### src/sasp_defs.vh
/*
 * Constants of the sampling ADC serial subordinate port.
 * Assumes a 250 MHz core clock; included by the port modules by bare name.
 */
`ifndef SASP_DEFS_VH
`define SASP_DEFS_VH

// ==========================================================
// Frame and command layout
`define SASP_RESP_W 128
`define SASP_CMD_W 32
`define SASP_CMD_RW_BIT 31
`define SASP_CMD_LONG_BIT 30
`define SASP_CMD_ADDR_HI 23
`define SASP_CMD_ADDR_LO 16
`define SASP_CMD_DATA_HI 15
`define SASP_CMD_DATA_LO 8
`define SASP_CMD_CRC_HI 7
`define SASP_CMD_CRC_LO 0

// ==========================================================
// Command check code
`define SASP_CRC8_POLY 8'h07
`define SASP_CRC8_INIT 8'h00
`define SASP_CRC8_XOR 8'h55

// ==========================================================
// Status byte field positions
`define SASP_STAT_CRC_ERR_BIT 1
`define SASP_STAT_RESET_DONE_BIT 5

// ==========================================================
// Timing
`define SASP_CLK_HZ 250000000
`define SASP_RESET_DONE_US 32000
`define SASP_RESET_DONE_CYC ((`SASP_RESET_DONE_US / 1000) * (`SASP_CLK_HZ / 1000))

`endif

### src/sasp_cmd_crc8.v
/*
 * Check code generator for the 24 command bits ahead of the code byte.
 * Purely combinational; fed from logic in the core clock domain.
 */
`timescale 1ns/1ps
`default_nettype none
`include "sasp_defs.vh"

module sasp_cmd_crc8 (
    input wire [23:0] data_i,
    output reg [7:0] crc_o
);

// ==========================================================
// Serial division, most significant bit first
integer i;
reg [7:0] acc;
reg fb;
always @* begin
    acc = `SASP_CRC8_INIT;
    fb = 1'b0;
    for (i = 23; i >= 0; i = i - 1) begin
        fb = acc[7] ^ data_i[i];
        acc = {acc[6:0], 1'b0};
        if (fb) begin
            acc = acc ^ `SASP_CRC8_POLY;
        end
    end
    crc_o = acc ^ `SASP_CRC8_XOR;
end

endmodule // sasp_cmd_crc8
`default_nettype wire

### src/sasp_spi_port.v
/*
 * Serial subordinate port of a sampling ADC: command intake with check code,
 * long and short responses, daisy-chain pass-through and reset-done timer.
 * Assumes serial pins are asynchronous to core_clk_i and the serial clock is
 * far slower than the core clock; register file and samples sit outside.
 */
`timescale 1ns/1ps
`default_nettype none
`include "sasp_defs.vh"

// Functional notes
// - Command decoded only at chip select rise from the last 32 bits in.
// - Response to a command is sent in the following frame only.
// - All words shift most significant bit first.
// - Bit 30 picks long or short format for the next response.
// - Check code polynomial x8+x2+x+1, start zero, final xor 0x55.
// - Check code mismatch flags an error; a configuration bit disables it.
// - On mismatch with checking on, command discarded and status bit 1 set.
// - Incoming data sampled on serial clock rising edges.
// - Long response drives exactly 128 bits in the next frame.
// - Long response carries samples, status bytes and response code fixed.
// - After long read, byte at address in 23:16, next address in 31:24.
// - After long write, address in 31:24, read-back in 23:16; one frame.
// - Echo bit 127 read/write, bit 126 long/short, 125:122 reserved zero.
// - Echo bit 121 last command failed check; bit 120 interrupt pending.
// - Own chip select frames of 32, 48 or 128 bits are accepted.
// - Daisy chain uses long frames, 128 bits per chained device.
// - Daisy chain frame passes input to output; each device adds 128 bits.
// - Reset-complete status bit 5 set about 32 ms after clock starts.
module sasp_spi_port #(
    parameter RESET_DONE_CYC = `SASP_RESET_DONE_CYC
) (
    input wire core_clk_i,
    input wire reset_i,
    input wire sclk_i,
    input wire cs_n_i,
    input wire mosi_i,
    output wire miso_o,
    output wire miso_oe_n_o,
    input wire crc_check_en_i,
    input wire crc_err_clear_i,
    output reg crc_err_flag_o,
    output reg reset_done_o,
    input wire irq_pending_i,
    input wire [7:0] primary_status_byte_i,
    input wire [7:0] secondary_status_byte_i,
    input wire [23:0] current_sample_word_i,
    input wire [23:0] first_voltage_sample_word_i,
    input wire [23:0] second_voltage_sample_word_i,
    input wire [15:0] resp_crc_i,
    output reg [7:0] reg_addr_o,
    output reg [7:0] reg_wdata_o,
    output reg reg_wr_o,
    input wire [7:0] reg_rdata_i,
    input wire [7:0] reg_rdata_next_i,
    output reg cmd_valid_o
);

// ==========================================================
// Pin synchronisers and edge detection
reg [1:0] sclk_sync;
reg [1:0] cs_sync;
reg [1:0] mosi_sync;
reg sclk_prev;
reg cs_prev;

always @(posedge core_clk_i or posedge reset_i) begin
    if (reset_i) begin
        sclk_sync <= 2'h3;
        cs_sync <= 2'h3;
        mosi_sync <= 2'h0;
        sclk_prev <= 1'b1;
        cs_prev <= 1'b1;
    end else begin
        sclk_sync <= {sclk_sync[0], sclk_i};
        cs_sync <= {cs_sync[0], cs_n_i};
        mosi_sync <= {mosi_sync[0], mosi_i};
        sclk_prev <= sclk_sync[1];
        cs_prev <= cs_sync[1];
    end
end

wire sclk_s = sclk_sync[1];
wire cs_n_s = cs_sync[1];
wire mosi_s = mosi_sync[1];
wire frame_on = ~cs_n_s;
wire sclk_rise = frame_on & sclk_s & ~sclk_prev;
wire sclk_fall = frame_on & ~sclk_s & sclk_prev;
wire cs_fall = cs_prev & ~cs_n_s;
wire cs_rise = ~cs_prev & cs_n_s;

// ==========================================================
// Shift registers
reg [`SASP_CMD_W-1:0] rx_shift;
reg [`SASP_RESP_W-1:0] tx_shift;
reg in_bit;
reg seen_rise;
wire [`SASP_RESP_W-1:0] resp_word;

always @(posedge core_clk_i or posedge reset_i) begin
    if (reset_i) begin
        rx_shift <= 32'h0000_0000;
        tx_shift <= {`SASP_RESP_W{1'b0}};
        in_bit <= 1'b0;
        seen_rise <= 1'b0;
    end else if (cs_fall) begin
        tx_shift <= resp_word;
        seen_rise <= 1'b0;
    end else begin
        if (sclk_rise) begin
            rx_shift <= {rx_shift[`SASP_CMD_W-2:0], mosi_s};
            in_bit <= mosi_s;
            seen_rise <= 1'b1;
        end
        if (sclk_fall && seen_rise) begin
            // Input enters at the bottom so a chained frame emerges 128 bits later
            tx_shift <= {tx_shift[`SASP_RESP_W-2:0], in_bit};
        end
    end
end

// Output from the top bit; released whenever chip select is high
assign miso_o = tx_shift[`SASP_RESP_W-1];
assign miso_oe_n_o = cs_n_s;

// ==========================================================
// Frame bit count; a cut frame holds no complete command
reg [5:0] rise_cnt;

always @(posedge core_clk_i or posedge reset_i) begin
    if (reset_i) begin
        rise_cnt <= 6'h00;
    end else if (cs_fall) begin
        rise_cnt <= 6'h00;
    end else if (sclk_rise && (rise_cnt < `SASP_CMD_W)) begin
        rise_cnt <= rise_cnt + 6'h01;
    end
end

wire frame_full = (rise_cnt == `SASP_CMD_W);

// ==========================================================
// Command check
wire [7:0] crc_calc;

sasp_cmd_crc8 u_crc (
    .data_i(rx_shift[31:8]),
    .crc_o(crc_calc)
);

wire crc_bad = crc_calc != rx_shift[`SASP_CMD_CRC_HI:`SASP_CMD_CRC_LO];
wire crc_reject = crc_bad & crc_check_en_i;
wire cmd_strobe = cs_rise & frame_full;

// ==========================================================
// Command decode at chip select rise
reg last_rw;
reg last_long;
reg last_crc_err;

always @(posedge core_clk_i or posedge reset_i) begin
    if (reset_i) begin
        last_rw <= 1'b0;
        last_long <= 1'b1;
        last_crc_err <= 1'b0;
        reg_addr_o <= 8'h00;
        reg_wdata_o <= 8'h00;
        reg_wr_o <= 1'b0;
        cmd_valid_o <= 1'b0;
    end else begin
        reg_wr_o <= 1'b0;
        cmd_valid_o <= 1'b0;
        if (cmd_strobe) begin
            last_crc_err <= crc_reject;
            if (!crc_reject) begin
                last_rw <= rx_shift[`SASP_CMD_RW_BIT];
                last_long <= rx_shift[`SASP_CMD_LONG_BIT];
                reg_addr_o <= rx_shift[`SASP_CMD_ADDR_HI:`SASP_CMD_ADDR_LO];
                reg_wdata_o <= rx_shift[`SASP_CMD_DATA_HI:`SASP_CMD_DATA_LO];
                reg_wr_o <= ~rx_shift[`SASP_CMD_RW_BIT];
                cmd_valid_o <= 1'b1;
            end
        end
    end
end

// ==========================================================
// Sticky check error flag; a new error wins over the clear
always @(posedge core_clk_i or posedge reset_i) begin
    if (reset_i) begin
        crc_err_flag_o <= 1'b0;
    end else if (cmd_strobe && crc_reject) begin
        crc_err_flag_o <= 1'b1;
    end else if (crc_err_clear_i) begin
        crc_err_flag_o <= 1'b0;
    end
end

// ==========================================================
// Reset-complete timer
reg [31:0] boot_cnt;

always @(posedge core_clk_i or posedge reset_i) begin
    if (reset_i) begin
        boot_cnt <= 32'h0000_0000;
        reset_done_o <= 1'b0;
    end else if (!reset_done_o) begin
        boot_cnt <= boot_cnt + 32'h0000_0001;
        if (boot_cnt >= RESET_DONE_CYC - 1) begin
            reset_done_o <= 1'b1;
        end
    end
end

// ==========================================================
// Response field helpers
// Status byte with internal bits put in
function [7:0] merge_status;
    input [7:0] raw;
    input done_b;
    input err_b;
    begin
        merge_status = raw;
        merge_status[`SASP_STAT_RESET_DONE_BIT] = done_b;
        merge_status[`SASP_STAT_CRC_ERR_BIT] = err_b;
    end
endfunction

// Echo byte of the previous command
function [7:0] pack_echo;
    input rw_b;
    input long_b;
    input err_b;
    input irq_b;
    begin
        pack_echo = {rw_b, long_b, 4'h0, err_b, irq_b};
    end
endfunction

// Upper data byte by command type
function [7:0] pick_hi;
    input rw_b;
    input [7:0] next_b;
    input [7:0] addr_b;
    begin
        if (rw_b) begin
            pick_hi = next_b;
        end else begin
            pick_hi = addr_b;
        end
    end
endfunction

// Long response layout
function [`SASP_RESP_W-1:0] pack_long;
    input [7:0] echo_b;
    input [23:0] cur_w;
    input [7:0] st0_b;
    input [23:0] v1_w;
    input [7:0] st1_b;
    input [23:0] v2_w;
    input [7:0] hi_b;
    input [7:0] lo_b;
    input [15:0] code_w;
    begin
        pack_long = {echo_b, cur_w, st0_b, v1_w, st1_b, v2_w, hi_b, lo_b, code_w};
    end
endfunction

// Short response layout, top aligned
function [`SASP_RESP_W-1:0] pack_short;
    input [7:0] echo_b;
    input [7:0] st0_b;
    input [7:0] hi_b;
    input [7:0] lo_b;
    input [15:0] code_w;
    begin
        pack_short = {echo_b, st0_b, hi_b, lo_b, code_w, 80'h0};
    end
endfunction

// ==========================================================
// Response assembly
wire [7:0] primary_status_byte = merge_status(primary_status_byte_i, reset_done_o,
    crc_err_flag_o);
wire [7:0] echo = pack_echo(last_rw, last_long, last_crc_err, irq_pending_i);
wire [7:0] data_hi = pick_hi(last_rw, reg_rdata_next_i, reg_addr_o);
wire [7:0] long_data_lo = reg_rdata_i;
wire [`SASP_RESP_W-1:0] long_word = pack_long(echo, current_sample_word_i, primary_status_byte,
    first_voltage_sample_word_i, secondary_status_byte_i, second_voltage_sample_word_i,
    data_hi, long_data_lo, resp_crc_i);
wire [`SASP_RESP_W-1:0] short_word = pack_short(echo, primary_status_byte, data_hi, long_data_lo,
    resp_crc_i);

assign resp_word = last_long ? long_word : short_word;

endmodule // sasp_spi_port
`default_nettype wire

### config.mk
export PLATFORM = sky130hd
export DESIGN_NAME = sasp_spi_port
export DESIGN_NICKNAME = d
export VERILOG_FILES = /design/src/sasp_cmd_crc8.v /design/src/sasp_spi_port.v
export VERILOG_INCLUDE_DIRS = /design/src
export SDC_FILE = /design/constraint.sdc
export NUM_CORES = 1
export LEC_CHECK = 0
export BUFFER_PORTS_ARGS = -buffer_cell sky130_fd_sc_hd__buf_2
export CAP_MARGIN = 20
export CORE_UTILIZATION = 51
export DETAILED_ROUTE_END_ITERATION = 8
export GPL_ROUTABILITY_DRIVEN = 0
export MAX_ROUTING_LAYER = met4
export PLACE_DENSITY = 0.81
export SLEW_MARGIN = 20
export SYNTH_ARGS = -nofsm -noshare
export SYNTH_HDL_FRONTEND = slang
export SYNTH_SLANG_ARGS = --single-unit
### constraint.sdc
create_clock -name core_clk_i -period 8.4 [get_ports core_clk_i]
set_input_delay 1.68 -clock core_clk_i [delete_from_list [all_inputs] [get_ports core_clk_i]]
set_output_delay 1.68 -clock core_clk_i [all_outputs]
set_load 0.05 [all_outputs]
==> flow_summary.json <==
{
  "hold_depth": 0,
  "min_period_ns": 3.22,
  "final-setup-viol-count": 0,
  "synth.distinct_cells": 42,
  "yosysTopAreaCellShare_pct": 50.0,
  "max_slew.worst_pin.slew_ns": 1.07,
  "rsz0062_at_grt": "no",
  "max-vdd-ir-drop_mv": 0.168,
  "synth_edf_count": 0,
  "outcome": "finished clean",
  "areaGrowthSynthToFinish_pct": 14.6,
  "grt-ovfl-total": 0,
  "clk_latency_ns": 0.51,
  "ant_nets": 0,
  "die_w_um": 150,
  "worstSetupEndpointType": "flip-flop",
  "synth-async-reset-ratio_pct": 100,
  "place_area_um2": 12000,
  "placed_cells": 1463,
  "core_um2": 21200,
  "hold_path_class": "reg -> reg",
  "r2r-end": "tx_shift[112]",
  "syn_inst": 1116,
  "start_util_pct": 52.6,
  "grt_pass1_vias": 8001,
  "clockRootBuffer": "clkbuf_16",
  "post-cts-setup-buffer-count": 0,
  "synth_ff_type": "dfrtp_1",
  "vias_per_cell": 5.58,
  "drc": 0,
  "place_hpwl_um": 15100,
  "stdcell_area_um2": 12800,
  "finalWirelength_um": 23700,
  "ys_warn_count": 0,
  "drtIter0Drc": 563,
  "grt_pass1_wl_um": 39100,
  "synth_top_area_cell": "dfrtp_1",
  "reg2reg_from": "cs_sync[1]",
  "grt_antenna_before_repair": 1,
  "cp_max_fo": 109,
  "cts.clk_slew.worst_paths_ns": 0.06,
  "synth-seq-area-share_pct": 51.6,
  "first_pass_iters": 5,
  "pin_count": 150,
  "reg2reg_slack_ns": 5.18,
  "cts_tree": "done",
  "p_leak_uw": 0.00609,
  "yosys-top-cells-area": "dfrtp_1 (50%), nand2_1 (9.3%), a31oi_1 (6.9%)",
  "cp-start-kind": "flip-flop",
  "fin_nets": 1346,
  "final_hold_viol_count": 0,
  "powerDensity_nw_per_um2": 199,
  "gr-usage-all-layers_pct": 22.1,
  "wire_per_inst_um": 15.8,
  "postCtsResizedCells": 0,
  "skew_ns": 0.00808,
  "r2r_cells": 5,
  "avgSynthCellArea_um2": 10.0,
  "fp-row-count": 53,
  "die_h_um": 150,
  "cts_buffers": 25,
  "crit_required_ns": 8.83,
  "final_max_slew_viol_count": 0,
  "critPathArrivalTime_ns": 3.64,
  "finalCritPeriodShare_pct": 38.3,
  "cts_sinks": 230,
  "worstSetupPathType": "reg -> reg",
  "io_buffer_count": 147,
  "vias": 8388,
  "min_from": "mosi_sync[0]",
  "whs_ns": 0.348,
  "cts_max_level": 1,
  "synth_nets": 1247,
  "fin_util_pct": 60.3,
  "fmax_ghz": 0.311,
  "relSlewSlack_pct": 28.4,
  "hold_end": "mosi_sync[1]",
  "dieArea_um2": 22500,
  "clockBufferDepth": 3,
  "ys_seq_elements": 230,
  "grt_max_degree": 151,
  "holdBufCountCts": 0,
  "instances_no_fill": 1504,
  "fin_tns_setup_ns": 0,
  "cap_violations": 0,
  "final_layout_size_suffix_gt1_share_pct": 23.0,
  "synth_area_um2": 11200
}
==> Yosys cell counts (all sizes together), types with 10 or more instances <==
cell type / count
nor2b: 33
a21oi: 86
nand3: 19
nor2: 31
xnor3: 16
xnor2: 45
buf: 10
xor2: 21
a211oi: 32
a31oi: 124
inv: 10
mux2: 67
nand2: 276
clkbuf: 73
dfrtp: 223
==> layout by cell type (no fill, tap or decap), drive strengths merged, types with 19 or more instances in the layout <==
cell type,count
xor2,21
dfrtp,223
xnor2,45
a31oi,124
nor2,31
nand2,276
clkbuf,34
buf,155
nor2b,33
mux2,67
nand3,19
a21oi,86
a211oi,32
==> sequential cells by signal (all words and copies together), names as in the netlist, 2 cells and up <==
register,flops
sclk_sync,2
boot_cnt,32
cs_sync,2
reg_addr_o,8
rx_shift,32
tx_shift,128
rise_cnt,6
mosi_sync,2
reg_wdata_o,8
==> through the flow <==
stage	setup slack, ns	total power (µW)
CTS	5.17	2580
global route	4.86	2660
finish	5.18	2550
global placement	4.75	1520
floorplan	0.427	1450
detailed placement	4.74	1530
==> cell type report <==
| cell class | count | area [µm²] |
|---|---|---|
| clock buffers | 34 | 719 |
| fillers | 1734 | 8420 |
| clock inverters | 6 | 55.1 |
| repair buffers | 155 | 800 |
| flip-flops and latches | 230 | 5770 |
| multi-input cells | 793 | 5060 |
| well taps | 275 | 344 |
| inverters | 10 | 50.0 |
| diodes | 1 | 2.50 |
==> logic make-up (layout without fill, tap and decap cells) <==
logic type	count (synthesis)	count (layout)	share of synthesized area (%)
AO/OA/AOI/OAI	250	250	13.6
XOR/XNOR	83	83	8.85
adder cells (fa/ha/maj)	3	3	0.336
buffers and inverters	93	205	3.28
flip-flops	230	230	51.6
multiplexers	70	70	7.63
other	0	1	0
AND/OR/NAND/NOR	387	387	14.6
==> power breakdown <==
group	internal (µW)	switching, µW	leakage (µW)
clock network	621	416	0.000388
logic	113	135	0.00281
registers	1200	56.9	0.00289
total	1940	609	0.00609
==> worst max path at each step <==
stage                     startpoint             to  slack (ns)  depth (start not counted)
after floorplan              reset_i    boot_cnt[0]        0.43                          1
after global placement       reset_i   tx_shift[82]        4.75                          3
after detailed placement     reset_i   tx_shift[85]        4.74                          3
after CTS                 cs_sync[1]  tx_shift[112]        5.17                          5
after global routing      cs_sync[1]  tx_shift[112]        4.86                          5
final                     cs_sync[1]  tx_shift[112]        5.18                          5
==> per-layer routing <==
| metal | vias up | part of all wire, % | global-route usage, % |
|---|---|---|---|
| met4 | 0 | 1.6 | 5.10 |
| met2 | 214 | 48 | 35.3 |
| met3 | 32 | 5.1 | 3.02 |
| li1 | 4068 | - | - |
| met1 | 4074 | 46 | 30.0 |
| met5 | - | 0 | - |
==> worst max-delay path, cell delays in order (launching register included) <==
cell and delay, ns:
dfstp_2 0.59, nand2b_4 0.47, buf_4 0.71, buf_4 0.88, a211oi_1 0.20, a31oi_1 0.20
(Power assumes the default switching activity.)
